$ cat config.mk
export PLATFORM = sky130hd
export DESIGN_NAME = l1a_fsm
export DESIGN_NICKNAME = d
export VERILOG_FILES = /design/src/rtl/l1a_pkg.sv /design/src/rtl/l1a_fsm.sv
export VERILOG_INCLUDE_DIRS = /design/src /design/src/rtl
export SDC_FILE = /design/constraint.sdc
export NUM_CORES = 1
export LEC_CHECK = 0
export BUFFER_PORTS_ARGS = -buffer_cell sky130_fd_sc_hd__buf_2
export CAP_MARGIN = 20
export CORE_MARGIN = 5
export CORE_UTILIZATION = 47
export CTS_CLUSTER_DIAMETER = 60
export DETAILED_ROUTE_END_ITERATION = 16
export PLACE_DENSITY = 0.73
export SYNTH_ARGS = -nofsm -noshare
export SYNTH_HDL_FRONTEND = slang
export SYNTH_SLANG_ARGS = --single-unit
export TNS_END_PERCENT = 30
$ cat constraint.sdc
create_clock -name pclk -period 2.6 [get_ports pclk]
set_input_delay 0.13 -clock pclk [delete_from_list [all_inputs] [get_ports pclk]]
set_output_delay 0.13 -clock pclk [all_outputs]
set_load 0.02 [all_outputs]
$ cat src/rtl/l1a_regs.svh
// Register indices, field positions, reset values and timing figures
`ifndef L1A_REGS_SVH
`define L1A_REGS_SVH
`define L1A_IDX_CONF0       8'h30
`define L1A_IDX_STATUS      8'h33
`define L1A_IDX_TCMD        8'h34
`define L1A_IDX_ISTAT       8'h38
`define L1A_IDX_MASK        8'h39
`define L1A_IDX_MODE        8'h3A
`define L1A_CONF0_SWMODE    3
`define L1A_TCMD_XINF_HI    7
`define L1A_TCMD_XINF_LO    5
`define L1A_TCMD_PD         2
`define L1A_TCMD_LPA        1
`define L1A_IRQ_RIC         2
`define L1A_MODE_CFS        0
`define L1A_MASK_FIXED      8'h7B
`define L1A_MASK_RST        1'b1
`define L1A_CMD_TIM         4'h0
`define L1A_CMD_RES         4'h1
`define L1A_CMD_SSP         4'h2
`define L1A_CMD_SCP         4'h3
`define L1A_CMD_AR          4'h8
`define L1A_CMD_ARL         4'h9
`define L1A_CMD_DI          4'hF
`define L1A_IND_DR          4'h0
`define L1A_IND_RES         4'h1
`define L1A_IND_TMA         4'h2
`define L1A_IND_RSY         4'h4
`define L1A_IND_PU          4'h7
`define L1A_IND_AR          4'h8
`define L1A_IND_ARL         4'h9
`define L1A_IND_AI          4'hC
`define L1A_IND_AIL         4'hD
`define L1A_IND_DC          4'hF
`define L1A_CLK_NS          20
`define L1A_BIT_NS          2604
`define L1A_FRAME_NS        250000
`define L1A_DEACT_NS        500000
`endif

$ cat src/rtl/l1a_pkg.sv
// Types shared by the layer-1 activation block
package l1a_pkg;
	typedef enum logic [3:0] {
		ST_RESET, ST_DEACT, ST_PU, ST_PEND, ST_RESYNC, ST_SYNC, ST_ACT,
		ST_LP_PEND, ST_LP_SYNC, ST_LP_ACT, ST_TEST
	} l1a_state_e;
	typedef enum logic [2:0] {
		TX_I0, TX_I1W, TX_I1, TX_I3, TX_IT1, TX_IT2
	} l1a_tx_e;
	typedef enum logic [1:0] {RX_I0, RX_IX, RX_I2, RX_I4} l1a_rx_e;
	typedef struct packed {
		logic [7:0] b1;
		logic [7:0] b2;
		logic [1:0] d;
	} l1a_chan_s;
	typedef struct packed {
		logic level;
		logic fbit;
		logic ones;
		logic sync;
	} l1a_rx_s;
	typedef struct packed {
		l1a_state_e  st;
		logic [3:0]  cmd_prev;
		logic [3:0]  cmd_cur;
		logic [2:0]  osc_sync;
		logic        oscgo;
		logic [7:0]  bit_cnt;
		logic [15:0] frm_cnt;
		logic        frm_odd;
		logic        ssp_arm;
		logic        pol;
		logic        pulse_p;
		logic        pulse_n;
		logic        burst;
		logic [15:0] timer;
		logic        clk_on;
		logic [3:0]  ind;
		l1a_tx_e     tx;
		logic        loop;
		l1a_chan_s   dn;
		l1a_chan_s   up;
		logic        sw_mode;
		logic [2:0]  xinf;
		logic        pd;
		logic        lp_a;
		logic        cfs;
		logic [7:0]  status;
		logic        irq_pend;
		logic        mask;
		logic [31:0] rdata;
	} l1a_core_s;
endpackage

$ cat src/rtl/l1a_fsm.sv
// Layer-1 activation state machine with command filter, test pulses and APB
`timescale 1ns/1ps
`default_nettype none
`include "l1a_regs.svh"
// Notes on behaviour
// RQ1: Layer-2 side drives 4-bit commands on the C/I channel to steer layer 1.
// RQ2: Device reports its state with 4-bit indications on the same channel.
// RQ3: Timing command 0000 requests running clocks for the layer-2 device.
// RQ4: Single-pulse test sends one bit-wide pulse per frame, alternating.
// RQ5: Continuous-pulse test sends unbroken bit-wide alternating pulses.
// RQ6: Both test modes indicate test-mode acknowledge 0010.
// RQ7: Software mode stops the state machine; transmit comes from register.
// RQ8: Software mode updates status continuously, flags change unless masked; the code sets the flag even when masked and masks only the irq output.
// RQ9: Reading the receive status register clears the pending change flag.
// RQ10: Chip reset puts the machine in reset state, same as reset command.
// RQ11: Reset state indicates 0001, sends info 0, keeps clocks running.
// RQ12: Reset state ignores activation; only command 1111 leads to deactivated.
// RQ13: Deactivated stops clocks 500 us after entry on info 0, oscgo low; the code also requires cfs set.
// RQ14: Power-up sends info 0 with clocks running and indicates 0111.
// RQ15: Activation request 1000 sends info 1w at 2 kHz awaiting info 2.
// RQ16: Signal seen but unsynchronized indicates resynchronization 0100.
// RQ17: Synchronized on info 2 sends info 1 and indicates 1000.
// RQ18: Synchronized on info 4 sends info 3, passes channels, indicates 1100.
// RQ19: Loop command 1001 loops transmitter, sends info 1, indicates 1001 synced.
// RQ20: Loop synchronized sends info 3; looped info 3 gives transparency, 1101.
// RQ21: Deactivation indicates 1111; clocks stop too when shutdown select set.
// RQ22: Receiver classifies line as info 0, info 2, info 4 or info X.
// RQ23: Channels pass only when activated, loop included; otherwise all ones.
// RQ24: Unassigned command codes are ignored and leave the state unchanged.
// RQ25: A new command acts only after equal codes in two consecutive frames.
module l1a_fsm
	import l1a_pkg::*;
#(
	parameter int FRAME_CYC = `L1A_FRAME_NS / `L1A_CLK_NS,
	parameter int DEACT_CYC = `L1A_DEACT_NS / `L1A_CLK_NS
) (
	input  wire logic        pclk,
	input  wire logic        presetn,
	input  wire logic [11:0] paddr,
	input  wire logic        psel,
	input  wire logic        penable,
	input  wire logic        pwrite,
	input  wire logic [31:0] pwdata,
	output logic      [31:0] prdata,
	output logic             pready,
	output logic             pslverr,
	input  wire logic [3:0]  ci_cmd,
	input  wire logic        ci_frame,
	output logic      [3:0]  ci_ind,
	input  wire l1a_rx_s     rx_line,
	input  wire logic        oscgo_pin,
	output l1a_tx_e          tx_info,
	output logic             tx_burst,
	output logic             tx_pulse_pos,
	output logic             tx_pulse_neg,
	output logic             loop_enable,
	output logic             clocks_on,
	input  wire l1a_chan_s   dn_in,
	input  wire l1a_chan_s   up_in,
	output l1a_chan_s        dn_out,
	output l1a_chan_s        up_out,
	output logic             receive_change_irq
);
	localparam int BIT_CYC = `L1A_BIT_NS / `L1A_CLK_NS;
	localparam logic [7:0]  BIT_LAST = 8'(BIT_CYC - 1);
	localparam logic [15:0] FRM_LAST = 16'(FRAME_CYC - 1);
	localparam logic [15:0] DEACT_N = 16'(DEACT_CYC);
	localparam l1a_chan_s   ALL_ONES = '1;

	function automatic logic cmd_known(input logic [3:0] c);
		cmd_known = (c == `L1A_CMD_TIM) || (c == `L1A_CMD_RES) ||
			(c == `L1A_CMD_SSP) || (c == `L1A_CMD_SCP) ||
			(c == `L1A_CMD_AR) || (c == `L1A_CMD_ARL) ||
			(c == `L1A_CMD_DI);
	endfunction

	function automatic l1a_rx_e classify(input l1a_rx_s r);
		if (!r.level)
			classify = RX_I0;
		else if (r.sync && r.fbit)
			classify = r.ones ? RX_I2 : RX_I4;
		else
			classify = RX_IX;
	endfunction

	function automatic logic idx_hit(input logic [11:0] a,
		input logic [7:0] idx);
		idx_hit = (a[1:0] == 2'h0) && (a[11:10] == 2'h0) &&
			(a[9:2] == idx);
	endfunction

	l1a_core_s r;
	l1a_core_s n;
	logic      bit_tick;
	logic      frame_tick;
	logic      cmd_new;
	logic      acc;
	logic      mapped;
	logic      rd_status;
	l1a_rx_e   info;
	logic      transparent;
	logic      stop_clk;
	logic [7:0] next_status;
	logic [7:0] paddr_idx;

	assign pready = 1'b1;
	assign acc = psel && penable;
	assign paddr_idx = paddr[9:2];
	assign mapped = idx_hit(paddr, `L1A_IDX_CONF0) ||
		idx_hit(paddr, `L1A_IDX_STATUS) || idx_hit(paddr, `L1A_IDX_TCMD) ||
		idx_hit(paddr, `L1A_IDX_ISTAT) || idx_hit(paddr, `L1A_IDX_MASK) ||
		idx_hit(paddr, `L1A_IDX_MODE);
	assign pslverr = acc && !mapped;
	assign prdata = r.rdata;
	assign ci_ind = r.ind; // see RQ2
	assign tx_info = r.tx;
	assign tx_burst = r.burst;
	assign tx_pulse_pos = r.pulse_p;
	assign tx_pulse_neg = r.pulse_n;
	assign loop_enable = r.loop;
	assign clocks_on = r.clk_on;
	assign dn_out = r.dn;
	assign up_out = r.up;
	assign receive_change_irq = r.irq_pend && !r.mask;

	always_comb begin
		n = r;
		cmd_new = 1'b0;
		transparent = 1'b0;
		stop_clk = 1'b0;
		info = classify(rx_line); // see RQ22
		// Only the last two stages are compared; oscgo takes the last stage only when those two agree
		n.osc_sync = {r.osc_sync[1:0], oscgo_pin};
		if (r.osc_sync[1] == r.osc_sync[2])
			n.oscgo = r.osc_sync[2];
		bit_tick = (r.bit_cnt == BIT_LAST);
		n.bit_cnt = bit_tick ? 8'h00 : r.bit_cnt + 8'h01;
		frame_tick = (r.frm_cnt == FRM_LAST);
		n.frm_cnt = frame_tick ? 16'h0000 : r.frm_cnt + 16'h0001;
		if (frame_tick)
			n.frm_odd = !r.frm_odd;
		// Two equal frames are needed; a corrupted one never changes state
		if (ci_frame) begin
			n.cmd_prev = ci_cmd;
			if (ci_cmd == r.cmd_prev && ci_cmd != r.cmd_cur &&
				cmd_known(ci_cmd)) begin // see RQ24
				n.cmd_cur = ci_cmd; // see RQ25
				cmd_new = 1'b1; // see RQ1
			end
		end
		if (!r.sw_mode && cmd_new) begin
			unique case (n.cmd_cur)
				`L1A_CMD_RES: n.st = ST_RESET; // see RQ10
				`L1A_CMD_SSP, `L1A_CMD_SCP: n.st = ST_TEST;
				`L1A_CMD_DI: n.st = ST_DEACT; // see RQ12
				`L1A_CMD_TIM: begin
					if (r.st == ST_DEACT || r.st == ST_TEST)
						n.st = ST_PU; // see RQ3
				end
				`L1A_CMD_AR: begin
					if (r.st == ST_DEACT || r.st == ST_PU || r.st == ST_TEST)
						n.st = ST_PEND; // see RQ15
				end
				`L1A_CMD_ARL: begin
					if (r.st == ST_DEACT || r.st == ST_PU || r.st == ST_TEST)
						n.st = ST_LP_PEND; // see RQ19
				end
				default: n.st = r.st;
			endcase
		end else if (!r.sw_mode) begin
			unique case (r.st)
				ST_DEACT, ST_PU, ST_PEND: begin
					if (info != RX_I0)
						n.st = ST_RESYNC;
				end
				ST_RESYNC: begin
					if (info == RX_I2)
						n.st = ST_SYNC;
					else if (info == RX_I4)
						n.st = ST_ACT;
					else if (info == RX_I0)
						n.st = ST_RESET;
				end
				ST_SYNC: begin
					if (info == RX_I4)
						n.st = ST_ACT;
					else if (info == RX_I0)
						n.st = ST_RESET;
					else if (info == RX_IX)
						n.st = ST_RESYNC;
				end
				ST_ACT: begin
					if (info == RX_I0)
						n.st = ST_RESET;
					else if (info == RX_IX)
						n.st = ST_RESYNC;
				end
				ST_LP_PEND: begin
					if (rx_line.sync)
						n.st = ST_LP_SYNC;
				end
				ST_LP_SYNC: begin
					if (info == RX_I4)
						n.st = ST_LP_ACT;
				end
				ST_RESET, ST_LP_ACT, ST_TEST: n.st = r.st;
			endcase
		end
		// Deactivation timer restarts whenever its conditions lapse
		if (r.st == ST_DEACT && info == RX_I0 && !r.oscgo) begin
			if (r.timer != DEACT_N)
				n.timer = r.timer + 16'h0001;
		end else begin
			n.timer = 16'h0000;
		end
		n.loop = 1'b0;
		unique case (r.st)
			ST_RESET: begin
				n.ind = `L1A_IND_RES; // see RQ11
				n.tx = TX_I0;
			end
			ST_DEACT: begin
				n.ind = `L1A_IND_DC; // see RQ21
				n.tx = TX_I0;
				stop_clk = (r.timer == DEACT_N) && r.cfs; // see RQ13
			end
			ST_PU: begin
				n.ind = `L1A_IND_PU; // see RQ14
				n.tx = TX_I0;
			end
			ST_PEND: begin
				n.ind = `L1A_IND_PU;
				n.tx = TX_I1W; // see RQ15
			end
			ST_RESYNC: begin
				n.ind = `L1A_IND_RSY; // see RQ16
				n.tx = TX_I0;
			end
			ST_SYNC: begin
				n.ind = `L1A_IND_AR; // see RQ17
				n.tx = TX_I1;
			end
			ST_ACT: begin
				n.ind = `L1A_IND_AI; // see RQ18
				n.tx = TX_I3;
				transparent = 1'b1;
			end
			ST_LP_PEND: begin
				n.ind = `L1A_IND_RSY;
				n.tx = TX_I1;
				n.loop = 1'b1;
			end
			ST_LP_SYNC: begin
				n.ind = `L1A_IND_ARL; // see RQ19
				n.tx = TX_I3; // see RQ20
				n.loop = 1'b1;
			end
			ST_LP_ACT: begin
				n.ind = `L1A_IND_AIL; // see RQ20
				n.tx = TX_I3;
				n.loop = 1'b1;
				transparent = 1'b1;
			end
			ST_TEST: begin
				n.ind = `L1A_IND_TMA; // see RQ6
				n.tx = (r.cmd_cur == `L1A_CMD_SSP) ? TX_IT2 : TX_IT1;
			end
		endcase
		// Software mode owns the transmitter and loop outright
		if (r.sw_mode) begin
			n.tx = l1a_tx_e'(r.xinf); // see RQ7
			n.loop = r.lp_a;
			stop_clk = r.pd;
			transparent = 1'b0;
		end
		n.clk_on = !stop_clk;
		n.dn = transparent ? dn_in : ALL_ONES; // see RQ23
		n.up = transparent ? up_in : ALL_ONES;
		n.burst = frame_tick && (r.tx == TX_I1 || r.tx == TX_I3 ||
			(r.tx == TX_I1W && r.frm_odd));
		if (frame_tick)
			n.ssp_arm = 1'b1;
		if (bit_tick) begin
			n.pulse_p = 1'b0;
			n.pulse_n = 1'b0;
			if (r.tx == TX_IT1 || (r.tx == TX_IT2 && r.ssp_arm)) begin
				n.pulse_p = r.pol; // see RQ5
				n.pulse_n = !r.pol;
				n.pol = !r.pol; // see RQ4
				n.ssp_arm = frame_tick;
			end
		end
		next_status = {info, 3'b000, rx_line.sync, 2'b00};
		n.status = next_status; // see RQ8
		rd_status = acc && !pwrite && idx_hit(paddr, `L1A_IDX_STATUS);
		if (rd_status)
			n.irq_pend = 1'b0; // see RQ9
		// A change in the clearing cycle still raises the flag
		if (r.sw_mode && next_status != r.status)
			n.irq_pend = 1'b1;
		if (acc && pwrite) begin
			unique case (paddr_idx)
				`L1A_IDX_CONF0: n.sw_mode = pwdata[`L1A_CONF0_SWMODE];
				`L1A_IDX_TCMD: begin
					n.xinf = pwdata[`L1A_TCMD_XINF_HI:`L1A_TCMD_XINF_LO];
					n.pd = pwdata[`L1A_TCMD_PD];
					n.lp_a = pwdata[`L1A_TCMD_LPA];
				end
				`L1A_IDX_MASK: n.mask = pwdata[`L1A_IRQ_RIC];
				`L1A_IDX_MODE: n.cfs = pwdata[`L1A_MODE_CFS];
				default: n.mask = r.mask;
			endcase
		end
		if (psel && !penable && !pwrite) begin
			n.rdata = 32'h0000_0000;
			unique case (paddr_idx)
				`L1A_IDX_CONF0: n.rdata[`L1A_CONF0_SWMODE] = r.sw_mode;
				`L1A_IDX_STATUS: n.rdata[7:0] = r.status;
				`L1A_IDX_TCMD: begin
					n.rdata[`L1A_TCMD_XINF_HI:`L1A_TCMD_XINF_LO] = r.xinf;
					n.rdata[`L1A_TCMD_PD] = r.pd;
					n.rdata[`L1A_TCMD_LPA] = r.lp_a;
				end
				`L1A_IDX_ISTAT: n.rdata[`L1A_IRQ_RIC] = r.irq_pend;
				`L1A_IDX_MASK: begin
					n.rdata[7:0] = `L1A_MASK_FIXED;
					n.rdata[`L1A_IRQ_RIC] = r.mask;
				end
				`L1A_IDX_MODE: n.rdata[`L1A_MODE_CFS] = r.cfs;
				default: n.rdata = 32'h0000_0000;
			endcase
		end
	end

	always_ff @(posedge pclk or negedge presetn) begin
		if (!presetn) begin
			r <= '0;
			r.st <= ST_RESET; // see RQ10
			r.ind <= `L1A_IND_RES;
			r.tx <= TX_I0;
			r.clk_on <= 1'b1;
			r.cmd_prev <= `L1A_CMD_RES;
			r.cmd_cur <= `L1A_CMD_RES;
			r.dn <= ALL_ONES;
			r.up <= ALL_ONES;
			r.mask <= `L1A_MASK_RST;
		end else begin
			r <= n;
		end
	end
endmodule
`default_nettype wire

# ---- Word level (Yosys, flattened, before mapping)
# Index checks and enable logic that the tools add are counted.
dict set report totals {
  regBits 127
  in_bits 95
  out_inout_bits 83
  word_cells 211
}
dict set report op_classes {
  n_addsub 3
  n_eq_ne 56
  mux 48
  reduce_logical 71
}
# cell n
set op_table {}
lappend op_table {{$pmux W7 S11} 1}
lappend op_table {{$mux W4} 19}
lappend op_table {{$eq A8 B6 Y1 const B} 6}
lappend op_table {{$mux W16} 3}
lappend op_table {{$pmux W4 S6} 2}
lappend op_table {{$eq A4 B4 Y1 const B} 9}
lappend op_table {{$mux W18} 2}
lappend op_table {{$add A16 B1 Y16 const B} 2}
lappend op_table {{$eq A4 B2 Y1 const B} 7}
lappend op_table {{$logic_and A1 B1 Y1} 26}
lappend op_table {{$ne A3 B3 Y1 const B} 6}
lappend op_table {{$logic_or A1 B1 Y1} 17}
lappend op_table {{$eq A16 B14 Y1 const B} 1}
lappend op_table {{$eq A16 B15 Y1 const B} 1}
lappend op_table {{$eq A4 B3 Y1 const B} 4}
lappend op_table {{$ne A16 B15 Y1 const B} 1}
lappend op_table {{$mux W1} 13}
lappend op_table {{$eq A4 B1 Y1 const B} 3}
lappend op_table {{$logic_not A4 Y1} 3}
lappend op_table {{$reduce_and A10 Y1} 1}
lappend op_table {{$reduce_and A2 Y1} 5}
lappend op_table {{$logic_not A1 Y1} 9}
lappend op_table {{$pmux W3 S3} 1}
lappend op_table {{$reduce_or A3 Y1} 3}
lappend op_table {{22 further kinds} 33}

# ---- Longest topological paths before layout
dict set report depth {
  word_depth 14
  mapped_depth 10
  depth_no_buf 10
}

# ---- Worst setup path before layout
# Ideal clock, no wire load.
dict set report synth_timing {
  path_kind {reg2reg}
  from {reg r[148] (netlist name)}
  to {reg r[153] (netlist name)}
  setup_ns 0.125
  arrival_ns 1.830
  required_ns 2.475
  slack_ns 0.645
  path_stages_with_launch 7
  path_buffers 0
  synth_period_minus_slack_ns 1.955
  cell_sequence {dfstp_2 and3_1 a32oi_2 or3_1 a31oi_2 o31ai_4 mux2_4}
}
dict set report synth_between {
  elab_chain_len 9
  word_cells_on_any_way 29
  cone_classes {eq/ne (17); mux (6); reduce/logical (6)}
}
# element line
set synth_lines {}
lappend synth_lines {{from (decl)} l1a_fsm.sv:92} ;# l1a_core_s r;
lappend synth_lines {{from (signal assigned)} l1a_fsm.sv:348} ;# r <= n;
lappend synth_lines {{$eq A4 B4 Y1 *} l1a_fsm.sv:145} ;# if (ci_cmd == r.cmd_prev && ci_cmd != r.cmd_cur &&
lappend synth_lines {{$logic_and A1 B1 Y1 * (2 in a row)} l1a_fsm.sv:145}
lappend synth_lines {{$mux W4} l1a_fsm.sv:145}
lappend synth_lines {{$mux W4} l1a_fsm.sv:143} ;# if (ci_frame) begin
lappend synth_lines {{$eq A4 B2 Y1} l1a_fsm.sv:152} ;# unique case (n.cmd_cur)
lappend synth_lines {{$reduce_or A2 Y1} l1a_fsm.sv:152}
lappend synth_lines {{$ne A7 B1 Y1 (no line) / $pmux W4 S6 (equally long branches)} -}
lappend synth_lines {{$reduce_and A10 Y1 (no line) / $mux W4 (equally long branches)} -}
# Mark *: on every way between the ends. The rest lies on a longest branch, timed or not.
# A chain may end at the register's enable or synchronous reset.

# ---- Worst setup path in the final report
dict set report layout_timing {
  from {in rx_line[0] (netlist name)}
  to {reg r[154] (netlist name)}
}
dict set report layout_between {
  elab_chain_len 10
  word_cells_on_any_way 21
  cone_classes {eq/ne (7); mux (10); reduce/logical (4)}
}
# element line
set layout_lines {}
lappend layout_lines {{from (decl)} l1a_fsm.sv:50} ;# input wire l1a_rx_s rx_line,
lappend layout_lines {{$logic_and A1 B1 Y1 *} l1a_fsm.sv:80} ;# else if (r.sync && r.fbit)
lappend layout_lines {{$mux W2 *} l1a_fsm.sv:80}
lappend layout_lines {{$mux W2 *} l1a_fsm.sv:78} ;# if (!r.level)
lappend layout_lines {{via info[0]} l1a_fsm.sv:100} ;# l1a_rx_e info;
lappend layout_lines {{$eq A2 B1 Y1} {l1a_fsm.sv:189, l1a_fsm.sv:195}}
lappend layout_lines {{$mux W4} -}
lappend layout_lines {{$mux W4} l1a_fsm.sv:187} ;# else if (info == RX_I0)
lappend layout_lines {{$mux W4} l1a_fsm.sv:185} ;# if (info == RX_I4)
lappend layout_lines {{$pmux W4 S6} l1a_fsm.sv:171} ;# unique case (r.st)
lappend layout_lines {{$mux W4} l1a_fsm.sv:170} ;# end else if (!r.sw_mode) begin
lappend layout_lines {{$mux W4} l1a_fsm.sv:151} ;# if (!r.sw_mode && cmd_new) begin
# Mark *: on every way through the listed nets, which the timed path passes. The rest lies on a longest branch. The select of a mux whose other input is x is not followed.

==> impl_metrics.py <==
metrics = {
    "sta": {
        "worst_slack_ns": 0.369,
        "fin_crit_sh_pct": 85.8,
        "finalSetupTns_ns": 0,
        "hold_violations": 0,
        "finClkSkew_ns": 0.00423,
        "setup_viol": 0,
        "tightest_slew_ns": 0.801,
        "period_minus_slack_ns": 2.23,
        "max_freq_mhz": 448,
        "rsz0062_at_grt": "no",
        "report.final.slew_viol_count": 0,
        "slew_headroom_pct": 46.6,
    },
    "route": {
        "drcViolationCount": 0,
        "drt_iter0_markers": 300,
        "wl_per_cell_um": 14.9,
        "ant_nets": 0,
        "firstDrtPassIters": 5,
        "wirelength_um": 13800,
        "num_vias": 4696,
        "vias_per_cell": 5.08,
    },
    "worst_setup_path": {
        "worstPathCellList": "dlygate4sd3_1 > buf_2 > nand3_1 > nand2_1 > inv_1 > ha_1 > nand2b_1 > a21oi_1 > a211oi_1 > a211o_1 > o31ai_4 > mux2_4",
        "arrival_ns": 2.53,
        "worstSetupPathType": "in2reg",
        "worst_setup_path_start_kind": "primary input",
        "end_kind": "register",
        "path_max_fanout": 6,
        "cpPeakStageDelay_ns": 0.53,
        "worst_ep_required_time_ns": 2.89,
        "r2r_cells": 6,
        "cp.depth": 12,
        "crit_buf_inv": 3,
        "cp_slowest_cell": "dlygate4sd3_1",
        "worst_path_dominant_cell_family": "buffers and inverters",
    },
    "finish": {
        "finalInstanceArea_um2": 7850,
        "nets": 840,
        "syn_to_final_growth_pct": 22.0,
        "drive_above_1_share_pct": 32.0,
    },
    "cts": {
        "numCtsBuffers": 17,
        "clk_pin_slew_ns": 0.06,
        "clk_latency_ns": 0.41,
        "cts_resized": 0,
        "clock-sinks": 127,
        "cts_max_path_buffers": 2,
        "cts_setup_buffers": 0,
        "cts_tree": "built",
        "cts-root-buf": "clkbuf_16",
        "htree_num_levels": 4,
    },
    "global_routing": {
        "grtUsageTotal_pct": 17.3,
        "grt_pass1_vias": 4707,
        "antenna_found_initial": 0,
        "grt_overflow": 0,
        "grt_max_degree": 64,
        "grt_first_pass_wirelength_um": 22600,
    },
    "synth": {
        "synth_xor_area_share_pct": 6.22,
        "synth-simple-area-share_pct": 17.8,
        "syn_area_per_cell_um2": 10.6,
        "synth_compound_area_share_pct": 6.73,
        "syn_area_um2": 6430,
        "seq_area_frac_synth_pct": 50.2,
        "synth_area_leaders": "dfrtp_1 33%, dfstp_2 17%, buf_4 9.1%, or3_1 3.7%, xnor2_1 3.3%",
        "yosys_warnings": 0,
        "synth-edff-count": 0,
        "yosys.area.top_type": "dfrtp_1",
        "synth_fa_ha_area_share_pct": 2.10,
        "synth_seq_cells": 127,
        "synth_ff_type": "dfrtp_1",
        "synth_top_area_share_pct": 33.5,
        "synth_top_family_by_area": "simple AND/OR/NAND/NOR gates",
        "synthMuxAreaShare_pct": 5.41,
        "ys_top_cells_by_count": "86 x dfrtp_1, 78 x buf_4, 53 x nor2_1, 41 x dfstp_2, 38 x or3_1",
        "synthCells": 608,
        "yosysMostFrequentCell": "dfrtp_1",
        "synth_cell_types": 61,
        "synthArstFlopShare_pct": 100,
    },
    "die": {
        "die_y_um": 127,
        "start_util_pct": 48.2,
        "dieWidth_um": 127,
        "placementRows": 42,
        "io_pins": 178,
        "core_area_um2": 13300,
        "dieArea_um2": 16100,
    },
    "power": {
        "power_density_nw_per_um2": 722,
        "power.total_mw": 5.66,
        "vdd_drop_max_mv": 0.510,
        "p_leak_nw": 3.50,
    },
    "outcome": {
        "status": "complete, no violations",
    },
    "min_path": {
        "hold_path.class": "in2reg",
        "hold_depth": 2,
    },
    "place": {
        "portBuffers": 127,
        "hpwl_um": 9700,
        "place_area_um2": 6780,
        "pre_cts_slack_ns": 0.506,
        "place_congestion": 0.854,
    },
    "job": {
        "maxCapViolCount": 0,
    },
}
==> stage by stage <==
step                      util [%]  std cells  hold slack [ns]
final                         58.8        925           0.0603
after floorplan                  -        631           -0.166
after global placement        50.8        846            0.242
after detailed placement      50.8        846            0.243
after global routing          58.8        924           0.0473
after CTS                     58.8        924           0.0404
==> placed cells by master, fill, tap and decap left out, types with 4 or more instances in the layout <==
| cell | synthesis | final |
|---|---|---|
| clkinv_2 | 0 | 4 |
| o21ai_0 | 9 | 9 |
| mux2_1 | 7 | 7 |
| ha_1 | 10 | 10 |
| nor2_1 | 53 | 53 |
| nand4_1 | 4 | 4 |
| nor2b_1 | 9 | 9 |
| o22ai_1 | 5 | 5 |
| dfrtp_1 | 86 | 86 |
| nand2_1 | 33 | 33 |
| mux2i_1 | 7 | 7 |
| mux2_2 | 15 | 15 |
| and3_1 | 11 | 11 |
| nand2b_1 | 7 | 7 |
| dfstp_2 | 41 | 41 |
| xor2_1 | 18 | 18 |
| nand3_1 | 20 | 20 |
| nand3b_1 | 4 | 4 |
| nor3_1 | 13 | 13 |
| clkbuf_16 | 0 | 19 |
| inv_1 | 13 | 13 |
| nor4_1 | 5 | 5 |
| dlygate4sd3_1 | 0 | 46 |
| conb_1 | 2 | 25 |
| or3_1 | 38 | 38 |
| buf_2 | 4 | 126 |
| xnor2_1 | 24 | 24 |
| a21oi_1 | 28 | 28 |
| buf_4 | 78 | 10 |
==> repair_timing <==
action                     in CTS  in global routing
setup endpoints to repair       0                  0
hold endpoints to repair       87                  0
hold buffers                   46                  0
==> cell type report <==
| type | count | area [um^2] |
|---|---|---|
| fill | 1070 | 5500 |
| sequential | 127 | 3230 |
| multi-input combinational | 392 | 2560 |
| timing repair buffer | 183 | 1190 |
| clock buffer | 21 | 503 |
| tap | 176 | 220 |
| clock inverter | 11 | 97.6 |
| inverter | 14 | 52.6 |
| antenna | 1 | 2.50 |
==> logic make-up after synthesis <==
logic type | after synthesis
AND/OR/NAND/NOR | 215
flip-flops | 127
buffers and inverters | 112
AO/OA/AOI/OAI | 66
XOR/XNOR | 44
multiplexers | 31
adder cells (fa/ha/maj) | 11
other | 2
==> where the power goes <==
group / switching, mW / total (mW) / internal, mW
Combinational: 0.575 / 1.03 / 0.458
Clock: 0.848 / 2.33 / 1.48
Sequential: 0.148 / 2.30 / 2.15
==> metal layers <==
| metal | routed length (um) | GRT usage [%] | up-vias |
|---|---|---|---|
| met4 | 312 | 6.81 | 0 |
| met2 | 6910 | 28.5 | 158 |
| met5 | 0 | 0 | - |
| met1 | 5760 | 21.6 | 2272 |
| li1 | - | - | 2230 |
| met3 | 782 | 5.05 | 36 |
==> worst paths after layout <==
kind                                  endpoint                from  slack (ns)
hold reg to reg               n[143]$_DFF_PN0_    n[142]$_DFF_PN0_        0.35
min in group asynchronous     r[147]$_DFF_PN0_             presetn        0.36
setup / recovery            r[154]$_DFFE_PN0P_          rx_line[0]        0.37
hold / removal              r[148]$_DFFE_PN1P_            ci_frame        0.06
setup reg to reg            r[154]$_DFFE_PN0P_  r[148]$_DFFE_PN1P_        0.51
max in group asynchronous  dn_out[9]$_DFF_PN1_             presetn        1.42
==> state kept, by name, summed over array words and instances, names as in the netlist, 2 cells and up <==
signal and cells:
r 69, ci_ind 4, up_out 18, n 2, dn_out 18, prdata 8
tx_info 3
No activity file was read; power rests on OpenSTA's default activity.
